--- src/hw/pos_pkg.sv ---
package pos_pkg;
  // register map, byte addresses
  localparam logic [3:0] STEER_CTRL_ADDR = 4'h0;
  localparam logic [3:0] UNIT_CTRL_ADDR  = 4'h4;
  localparam logic [3:0] STATUS_ADDR     = 4'h8;
  // steering control fields
  localparam int         STEER_EN_LSB  = 0;
  localparam int         STEER_SYNC_BIT = 4;
  localparam logic [7:0] STEER_WR_MASK = 8'h1f;
  localparam logic [7:0] STEER_RESET   = 8'h01;
  // unit control fields: mode select in 3:0, output config in 7:6
  localparam int         MODE_LSB      = 0;
  localparam int         CFG_LSB       = 6;
  localparam logic [7:0] UNIT_RESET    = 8'h00;
  localparam logic [1:0] MODE_PWM_HI   = 2'h3;
  localparam logic [1:0] CFG_SINGLE    = 2'h0;
  // axi responses
  localparam logic [1:0] RESP_OKAY     = 2'h0;
  localparam logic [1:0] RESP_SLVERR   = 2'h2;
  // instruction cycle is four system clocks
  localparam int         INSTR_CLKS    = 4;
  localparam logic [1:0] INSTR_LAST    = 2'(INSTR_CLKS - 1);
endpackage

--- src/hw/pos_steer_if.sv ---
`timescale 1ns/100ps
`default_nettype none
// steering settings passed from the register file to the pin stage
interface pos_steer_if;
  logic [3:0] enable;
  logic       sync_sel;
  logic [3:0] mode;
  logic [1:0] cfg;
  logic [3:0] active;
  modport regs (output enable, output sync_sel, output mode, output cfg, input active);
  modport pins (input enable, input sync_sel, input mode, input cfg, output active);
endinterface
`default_nettype wire

--- src/hw/pos_pin_stage.sv ---
`timescale 1ns/100ps
`default_nettype none
module pos_pin_stage (
  // clock and reset
  input  wire logic     ref_clk_i,
  input  wire logic     rstn_i,
  input  wire logic     clk_en_i,
  // settings
  pos_steer_if.pins     cfg_if,
  // timing strobes, same clock
  input  wire logic     period_start_i,
  input  wire logic     instr_edge_i,
  // waveforms
  input  wire logic     pwm_i,
  input  wire logic [3:0] port_i,
  input  wire logic [3:0] normal_i,
  output logic [3:0]    pin_o
);
  logic [3:0] act_q, act_d;
  logic [3:0] pin_q, pin_d;
  logic       steer_ok;
  logic       pol_wave;

  // pick the moment at which a new steering setting lands
  always_comb begin
    act_d = act_q;
    if (cfg_if.sync_sel ? period_start_i : instr_edge_i) begin
      act_d = cfg_if.enable;
    end
  end

  always_ff @(posedge ref_clk_i or negedge rstn_i) begin
    if (!rstn_i) begin
      act_q <= pos_pkg::STEER_RESET[3:0];
      pin_q <= 4'h0;
    end else if (clk_en_i) begin
      act_q <= act_d;
      pin_q <= pin_d;
    end
  end

  // steering lives only in mode 11xx with single output config
  assign steer_ok = (cfg_if.mode[3:2] == pos_pkg::MODE_PWM_HI) &&
                    (cfg_if.cfg == pos_pkg::CFG_SINGLE);
  // mode bit 0 alone flips polarity: bit 0 set means active low
  assign pol_wave = pwm_i ^ cfg_if.mode[0];
  assign cfg_if.active = steer_ok ? act_q : 4'h0;

  // per pin: steered wave, or port, or normal routing when inactive
  always_comb begin
    for (int i = 0; i < 4; i++) begin
      if (!steer_ok) begin
        pin_d[i] = normal_i[i];
      end else if (act_q[i]) begin
        pin_d[i] = pol_wave;
      end else begin
        pin_d[i] = port_i[i];
      end
    end
  end
  assign pin_o = pin_q;
endmodule
`default_nettype wire

--- src/hw/pos_top.sv ---
`timescale 1ns/100ps
`default_nettype none
module pos_top (
  // clock and reset
  input  wire logic        ref_clk_i,
  input  wire logic        rstn_i,
  input  wire logic        clk_en_i,
  // axi4-lite write
  input  wire logic [3:0]  s_axi_awaddr,
  input  wire logic        s_axi_awvalid,
  output logic             s_axi_awready,
  input  wire logic [31:0] s_axi_wdata,
  input  wire logic [3:0]  s_axi_wstrb,
  input  wire logic        s_axi_wvalid,
  output logic             s_axi_wready,
  output logic [1:0]       s_axi_bresp,
  output logic             s_axi_bvalid,
  input  wire logic        s_axi_bready,
  // axi4-lite read
  input  wire logic [3:0]  s_axi_araddr,
  input  wire logic        s_axi_arvalid,
  output logic             s_axi_arready,
  output logic [31:0]      s_axi_rdata,
  output logic [1:0]       s_axi_rresp,
  output logic             s_axi_rvalid,
  input  wire logic        s_axi_rready,
  // pwm sources, same clock
  input  wire logic        pwm_wave_i,
  input  wire logic        pwm_period_start_i,
  input  wire logic [3:0]  normal_route_i,
  // general purpose port levels from pins
  input  wire logic [3:0]  port_data_i,
  // output pins a..d
  output logic             pwm_out_pin_a_o,
  output logic             pwm_out_pin_b_o,
  output logic             pwm_out_pin_c_o,
  output logic             pwm_out_pin_d_o
);
  pos_steer_if sif ();

  logic [7:0]  steer_q, steer_d;
  logic [7:0]  unit_q, unit_d;
  logic [3:0]  aw_q, aw_d;
  logic        awh_q, awh_d;
  logic [31:0] w_q, w_d;
  logic [3:0]  ws_q, ws_d;
  logic        wh_q, wh_d;
  logic        bv_q, bv_d;
  logic [1:0]  br_q, br_d;
  logic        rv_q, rv_d;
  logic [1:0]  rr_q, rr_d;
  logic [31:0] rd_q, rd_d;
  logic [1:0]  ic_q, ic_d;
  logic [3:0]  p1_q, p2_q, p3_q, pst_q, pst_d;
  logic [3:0]  pin_w;
  logic [32:0] rsel;

  // register read value for an address; unmapped flags an error
  function automatic logic [32:0] rd_val(input logic [3:0] a);
    case (a)
      pos_pkg::STEER_CTRL_ADDR: rd_val = {1'b0, 24'h0, steer_q & pos_pkg::STEER_WR_MASK};
      pos_pkg::UNIT_CTRL_ADDR:  rd_val = {1'b0, 24'h0, unit_q};
      pos_pkg::STATUS_ADDR:     rd_val = {1'b0, 24'h0, pin_w, sif.active};
      default:                  rd_val = {1'b1, 32'h0};
    endcase
  endfunction

  // axi write: take address and data in either order, answer after both
  always_comb begin
    aw_d    = aw_q;
    awh_d   = awh_q;
    w_d     = w_q;
    ws_d    = ws_q;
    wh_d    = wh_q;
    bv_d    = bv_q;
    br_d    = br_q;
    steer_d = steer_q;
    unit_d  = unit_q;
    if (s_axi_awvalid && s_axi_awready) begin
      aw_d  = s_axi_awaddr;
      awh_d = 1'b1;
    end
    if (s_axi_wvalid && s_axi_wready) begin
      w_d  = s_axi_wdata;
      ws_d = s_axi_wstrb;
      wh_d = 1'b1;
    end
    if (bv_q && s_axi_bready) begin
      bv_d = 1'b0;
    end
    if (awh_q && wh_q && !bv_q) begin
      awh_d = 1'b0;
      wh_d  = 1'b0;
      bv_d  = 1'b1;
      br_d  = pos_pkg::RESP_OKAY;
      if (aw_q == pos_pkg::STEER_CTRL_ADDR) begin
        // stored even while steering is inactive
        if (ws_q[0]) steer_d = w_q[7:0] & pos_pkg::STEER_WR_MASK;
      end else if (aw_q == pos_pkg::UNIT_CTRL_ADDR) begin
        if (ws_q[0]) unit_d = w_q[7:0];
      end else if (aw_q != pos_pkg::STATUS_ADDR) begin
        br_d = pos_pkg::RESP_SLVERR;
      end
    end
  end
  assign s_axi_awready = !awh_q && !bv_q;
  assign s_axi_wready  = !wh_q && !bv_q;
  assign s_axi_bvalid  = bv_q;
  assign s_axi_bresp   = br_q;

  // axi read: one cycle to answer, held until rready
  always_comb begin
    // a function result cannot be bit-selected, so it lands in rsel first
    rsel = rd_val(s_axi_araddr);
    rv_d = rv_q;
    rr_d = rr_q;
    rd_d = rd_q;
    if (rv_q && s_axi_rready) rv_d = 1'b0;
    if (s_axi_arvalid && s_axi_arready) begin
      rv_d = 1'b1;
      rd_d = rsel[31:0];
      rr_d = rsel[32] ? pos_pkg::RESP_SLVERR : pos_pkg::RESP_OKAY;
    end
  end
  assign s_axi_arready = !rv_q;
  assign s_axi_rvalid  = rv_q;
  assign s_axi_rdata   = rd_q;
  assign s_axi_rresp   = rr_q;

  // instruction cycle divider gives the quarter-rate boundary
  always_comb begin
    ic_d = (ic_q == pos_pkg::INSTR_LAST) ? 2'h0 : ic_q + 2'h1;
  end

  // port levels come from pins: three stages, change accepted on agreement
  always_comb begin
    pst_d = pst_q;
    for (int i = 0; i < 4; i++) begin
      if (p2_q[i] == p3_q[i]) pst_d[i] = p3_q[i];
    end
  end

  always_ff @(posedge ref_clk_i or negedge rstn_i) begin
    if (!rstn_i) begin
      steer_q <= pos_pkg::STEER_RESET;
      unit_q  <= pos_pkg::UNIT_RESET;
      aw_q    <= 4'h0;
      awh_q   <= 1'b0;
      w_q     <= 32'h0;
      ws_q    <= 4'h0;
      wh_q    <= 1'b0;
      bv_q    <= 1'b0;
      br_q    <= 2'h0;
      rv_q    <= 1'b0;
      rr_q    <= 2'h0;
      rd_q    <= 32'h0;
      ic_q    <= 2'h0;
      p1_q    <= 4'h0;
      p2_q    <= 4'h0;
      p3_q    <= 4'h0;
      pst_q   <= 4'h0;
    end else if (clk_en_i) begin
      steer_q <= steer_d;
      unit_q  <= unit_d;
      aw_q    <= aw_d;
      awh_q   <= awh_d;
      w_q     <= w_d;
      ws_q    <= ws_d;
      wh_q    <= wh_d;
      bv_q    <= bv_d;
      br_q    <= br_d;
      rv_q    <= rv_d;
      rr_q    <= rr_d;
      rd_q    <= rd_d;
      ic_q    <= ic_d;
      p1_q    <= port_data_i;
      p2_q    <= p1_q;
      p3_q    <= p2_q;
      pst_q   <= pst_d;
    end
  end

  // settings to the pin stage
  assign sif.enable   = steer_q[pos_pkg::STEER_EN_LSB +: 4];
  assign sif.sync_sel = steer_q[pos_pkg::STEER_SYNC_BIT];
  assign sif.mode     = unit_q[pos_pkg::MODE_LSB +: 4];
  assign sif.cfg      = unit_q[pos_pkg::CFG_LSB +: 2];

  pos_pin_stage u_pins (
    .ref_clk_i      (ref_clk_i),
    .rstn_i         (rstn_i),
    .clk_en_i       (clk_en_i),
    .cfg_if         (sif),
    .period_start_i (pwm_period_start_i),
    .instr_edge_i   (ic_q == pos_pkg::INSTR_LAST),
    .pwm_i          (pwm_wave_i),
    .port_i         (pst_q),
    .normal_i       (normal_route_i),
    .pin_o          (pin_w)
  );

  assign pwm_out_pin_a_o = pin_w[0];
  assign pwm_out_pin_b_o = pin_w[1];
  assign pwm_out_pin_c_o = pin_w[2];
  assign pwm_out_pin_d_o = pin_w[3];
endmodule
`default_nettype wire

--- config.mk ---
export PLATFORM = sky130hd
export DESIGN_NAME = pos_top
export DESIGN_NICKNAME = d
export VERILOG_FILES = /design/src/hw/pos_pkg.sv /design/src/hw/pos_steer_if.sv /design/src/hw/pos_pin_stage.sv /design/src/hw/pos_top.sv
export SDC_FILE = /design/constraint.sdc
export NUM_CORES = 1
export LEC_CHECK = 0
export BUFFER_PORTS_ARGS = -buffer_cell sky130_fd_sc_hd__buf_2
export CELL_PAD_IN_SITES_DETAIL_PLACEMENT = 0
export CELL_PAD_IN_SITES_GLOBAL_PLACEMENT = 1
export CORE_MARGIN = 2
export CORE_UTILIZATION = 41
export DETAILED_ROUTE_END_ITERATION = 16
export GPL_TIMING_DRIVEN = 0
export PLACE_DENSITY = 0.93
export RECOVER_POWER = 50
export SLEW_MARGIN = 20
export SYNTH_ARGS = -nofsm -noshare
export SYNTH_HDL_FRONTEND = slang
export SYNTH_SLANG_ARGS = --single-unit
export TNS_END_PERCENT = 5
--- constraint.sdc ---
create_clock -name ref_clk_i -period 3.2 [get_ports ref_clk_i]
set_input_delay 0.32 -clock ref_clk_i [delete_from_list [all_inputs] [get_ports ref_clk_i]]
set_output_delay 0.32 -clock ref_clk_i [all_outputs]
set_load 0.01 [all_outputs]
## After elaboration in Yosys (flattened, before gate mapping)

Index checks and enable logic that the tools add are counted.

- Memories: 0
- Bits in read-only memories: 0
- Latch bits: 0
- Logic and storage cells: 95
- RAM bits: 0
- Input port bits: 62
- Register bits after elaboration: 92

- Add/subtract/negate cells: 1
- Divide/modulo/power cells: 0
- Eq/ne operators: 10
- Multiplexer cells: 24
- Bitwise logic cells: 2
- Reductions and logical operators: 36
- Multiply operators: 0
- $lt $le $gt $ge: 0
- Shift-type cells: 0

Operators with widths:

| cell | count |
|---|---|
| $pmux 33 s3 | 1 |
| $reduce_and 2->1 | 13 |
| $mux 1 | 17 |
| $logic_and 1x1->1 | 10 |
| $mux 2 | 5 |
| $eq 4x3->1 const B | 2 |
| $logic_not 4->1 | 2 |
| $reduce_bool 2->1 | 4 |
| $reduce_and 5->1 | 1 |
| $eq 1x1->1 | 4 |
| $eq 2x2->1 const B | 2 |
| $eq 4x4->1 const B | 1 |
| $logic_not 1->1 | 4 |
| $mux 4 | 1 |
| $ne 4x4->1 const B | 1 |
| $reduce_and 4->1 | 1 |
| $add 2x1->2 const B | 1 |
| $logic_not 2->1 | 1 |
| $not 1->1 | 1 |
| $xor 1x1->1 | 1 |

## Longest topological paths before layout

- Depth after elaboration: 5
- Depth in mapped cells: 5

## Hierarchy

A second synthesis with hierarchy kept.

- Cell total of the unflattened synthesis: 252
- Area, all modules: 3,114.2 µm²

By module, submodules not included:

| module | cells an instance | instances | area each (µm²) |
|---|---|---|---|
| pos_top | 208 | 1 | 2,673.8 |
| pos_pin_stage | 44 | 1 | 440.4 |

## Worst setup path after synthesis

OpenSTA, ideal clock, no wires.

- Kind: reg2reg
- Start: register aw_q[1]
- End: register unit_q[0]
- Path slack: 1.414 ns
- Stages on the path, launching flop included: 5
- Arrival time: 1.660 ns
- Cells stage by stage: dfrtp_1 or4b_4 or3_1 buf_6 mux2_4

- Word-level cells in the longest chain between the ends: 3

RTL lines:

| what | line | text |
|---|---|---|
| from (decl) | pos_top.sv:43 | `logic [3:0] aw_q, aw_d;` |
| from (signal assigned) | pos_top.sv:165 | `aw_q <= aw_d;` |
| $logic_not 4->1 | pos_top.sv:96 | `if (aw_q == pos_pkg::STEER_CTRL_ADDR) begin` |
| $not 1->1 (no line) | - |  |
| $reduce_and 5->1 (no line) (*) | - |  |
| to (signal assigned) | pos_top.sv:146 | `unit_q <= pos_pkg::UNIT_RESET;` |
| to (signal assigned) | pos_top.sv:164 | `unit_q <= unit_d;` |
| to (decl) | pos_top.sv:42 | `logic [7:0] unit_q, unit_d;` |

Every way passes the cells marked *; elsewhere a longest branch is shown, timed or not.
A chain may end at the register's enable or synchronous reset.

## Worst setup path after layout

- Start: register aw_q[1]
- End: register unit_q[2]

Same word-level chain as after synthesis.

==> run_results.csv <==
group,metric,value,unit
status,status,"finished clean",
clocking,root_buffer,"clkbuf_8",
layout,design_area,0.00376,mm²
worst_setup_path,timing.critical_path.slowest_stage_cell,"or4b_4",
place,globalplace.congestion,0.745,
hold_path,worst_hold_startpoint,"s_axi_awaddr[2]",
hold_path,whs_endpoint,"aw_q[2]",
clocking,clock_latency,0.35,ns
logic_synthesis,synthesis.yosys.warnings,0,
floorplanning,placeableCoreArea,0.00721,mm²
logic_synthesis,yosys.area.top_type,"dfrtp_1",
global_routing,grt_antenna_before_repair,0,
place,portBuffers,53,
clocking,cts_sinks,66,
timing,timing.final.crit_period,1.87,ns
worst_setup_path,worstReg2RegEnd,"unit_q[2]",
worst_setup_path,arrival,2.10,ns
power_and_ir_drop,power_per_cell_area,699,mW/mm²
layout,final_cells,441,
logic_synthesis,synth_cells,246,
timing,post-route-worst-setup-slack,1.33,ns
clocking,clk_pin_slew_worst_paths,0.07,ns
worst_setup_path,timing.critical_path.fanout_max,8,
clocking,post_cts_buffers,0,
worst_setup_path,worst_setup_path_start_kind,"flip-flop",
logic_synthesis,top_reg_cell_synth,"dfrtp_1",
power_and_ir_drop,vdd_drop_max,0.367,mV
worst_setup_path,max_stage_delay,0.55,ns
timing,fin_worst_skew,0.00625,ns
worst_setup_path,minimum_setup_slack_among_reg_to_reg_paths,1.33,ns
layout,post_route_cells_drive_above_1_share,0.409,
route,drcViolationCount,0,
clocking,cts_buffer_depth,2,
layout,n_antenna_cell,0,
logic_synthesis,synth_edf_count,0,
global_routing,via_count_of_the_first_global_routing_pass,2000,
place,post-place-ws,1.35,ns
timing,setup_tns,0,ns
floorplanning,fp-row-count,31,
layout,flow.area_growth_from_synthesis,23.2,%
timing,timing.slew.headroom,0.320,
hold_path,hold_path_class,"input port to flip-flop",
logic_synthesis,post-synth-top-area-fraction,0.525,
global_routing,grt_pass1_wl,9480,µm
hold_path,hold_path_depth,3,
clocking,cts_htree_levels,3,
floorplanning,fp.dieW,90.3,µm
place,placedInstanceArea,0.00357,mm²
route,post_drt_via_cell_ratio,4.64,
logic_synthesis,synthesis.area,0.00305,mm²
logic_synthesis,cell_with_the_most_instances_after_synthesis,"dfrtp_1",
route,dr.first_iter.drc_count,103,
worst_setup_path,cp_data_required_time,3.43,ns
timing,pins_over_slew_limit,0,
timing,timing_hold_violations_final,0,
layout,fin_nets,400,
route,postRouteAntennaNets,0,
route,routed_wire_length_per_instance,13.1,µm
logic_synthesis,yosys.cell_types.count,37,
worst_setup_path,worst_r2r_startpoint,"aw_q[1]",
power_and_ir_drop,cellLeakagePower,0.00186,µW
logic_synthesis,ranking_of_synthesized_cells_by_instance_count,"dfrtp_1, mux2_2, buf_4",
logic_synthesis,netlist_top_cells_area,"dfrtp_1, mux2_2, buf_4",
floorplanning,dieHeight,90.3,µm
timing,final-setup-viol-count,0,
route,first_pass_iters,4,
global_routing,grt_start_max_net_pins,54,
timing,grt_setup_unrepaired,"false",
timing,post-route-period-util,0.584,
floorplanning,pin_count,107,
logic_synthesis,syn-mean-instance-area,12.4,µm²
clocking,clock_buffers_created_by_tritoncts,9,
timing,fmax,535,MHz
worst_setup_path,worstRegToRegCells,4,
run,max-cap-violations,0,
worst_setup_path,critical_path.cell_chain,"or4b_4, or3_1, buf_6, mux2_4",
floorplanning,start_util,0.423,
global_routing,grt_remaining_overflow,0,
logic_synthesis,synth-async-reset-ratio,1.00,
logic_synthesis,sequential_element_share_of_the_synthesized_area,0.542,
route,routed-via-count,2047,
place,post-dp-hpwl,4330,µm
route,routed_wirelength,5800,µm
layout,fin_util,0.521,
worst_setup_path,path_class,"flip-flop to flip-flop",
timing,worstMarginPinSlew,1.01,ns
global_routing,gr_util_all_layers,0.148,
logic_synthesis,synth.ff_latch_count,66,
floorplanning,fp.dieArea,0.00815,mm²
worst_setup_path,cp_capture_type,"flip-flop",
clocking,cts_tree,"built",
place,dpl.cell_count,424,
## area by class of cell
class                      count  area, µm²
fill                         679       3450
sequential                    66       1650
multi-input combinational    167       1240
timing repair buffer          55        297
buffer                        36        241
clock buffer                  15        196
tap                           99        124
inverter                       2       7.51
clock inverter                 1       5.00
## worst max-delay path, delay by kind of cell, from the launching register on
kind	cells	cell delay, ns
simple gates	2	0.89
flops	1	0.40
mux	1	0.30
buf+inv	1	0.16
## repair_timing
action,in CTS,in global routing
hold endpoints to repair,13,0
hold buffers,1,0
resized for setup,0,0
## power breakdown
part | leakage [µW] | internal (µW) | total (µW) | switching (µW)
clock network | 0.000106 | 386 | 689 | 302
logic | 0.000927 | 373 | 626 | 253
registers | 0.000823 | 1100 | 1310 | 215
## routing by layer
| layer | track usage | part of all wire | vias to the layer above |
|---|---|---|---|
| li1 | - | - | 1003 |
| met1 | 0.188 | 0.46 | 972 |
| met2 | 0.229 | 0.46 | 60 |
| met3 | 0.0451 | 0.059 | 12 |
| met4 | 0.0808 | 0.025 | 0 |
| met5 | 0 | 0 | - |
## state kept, by name (all words and copies together), names as in the netlist, 2 cells and up
name	cells
w_q	8
p3_q	4
steer_q	5
p1_q	4
ic_q	2
pst_q	4
u_pins.act_q	4
u_pins.pin_o	4
aw_q	4
unit_q	8
p2_q	4
s_axi_rdata	8
## cell usage in the layout (no fill, tap or decap), types with 2 or more instances in the layout
cell	count
dfrtp_1	64
buf_2	49
mux2_2	36
buf_4	26
conb_1	26
nor2_1	19
nand2_1	17
clkbuf_8	14
clkbuf_1	13
a22o_1	11
a21oi_1	9
mux2_4	8
mux2i_1	5
nand2b_1	4
a211o_1	4
a31oi_1	4
nor2b_1	3
o32ai_1	3
inv_1	2
nand3b_1	2
o21ai_0	2
dfstp_2	2
## worst max-delay path by stage
| stage | from | end | slack [ns] | cells after the start |
|---|---|---|---|---|
| after floorplan | aw_q[1] | unit_q[0] | 1.41 | 4 |
| after global placement | aw_q[1] | unit_q[3] | 1.38 | 4 |
| after detailed placement | aw_q[1] | unit_q[0] | 1.35 | 4 |
| after CTS | aw_q[1] | unit_q[0] | 1.34 | 4 |
| after global routing | aw_q[1] | unit_q[2] | 1.29 | 4 |
| final | aw_q[1] | unit_q[2] | 1.33 | 4 |
## per-stage QoR
stage	power [µW]	hold slack (ns)
2_1_floorplan	1750	0.0244
3_3_place_gp	1920	0.467
3_5_place_dp	1970	0.191
4_1_cts	2660	0.169
5_1_grt	2790	0.193
6_report	2630	0.191
## kinds of logic after synthesis
| group | after synthesis | share of synthesized area |
|---|---|---|
| AO/OA/AOI/OAI | 36 | 0.0852 |
| other | 1 | 0.00123 |
| flip-flops | 66 | 0.542 |
| buffers and inverters | 38 | 0.0820 |
| AND/OR/NAND/NOR | 54 | 0.0943 |
| XOR/XNOR | 1 | 0.00287 |
| multiplexers | 49 | 0.189 |
| adder cells (fa/ha/maj) | 1 | 0.00410 |
Power figures use the tool's default switching activity.
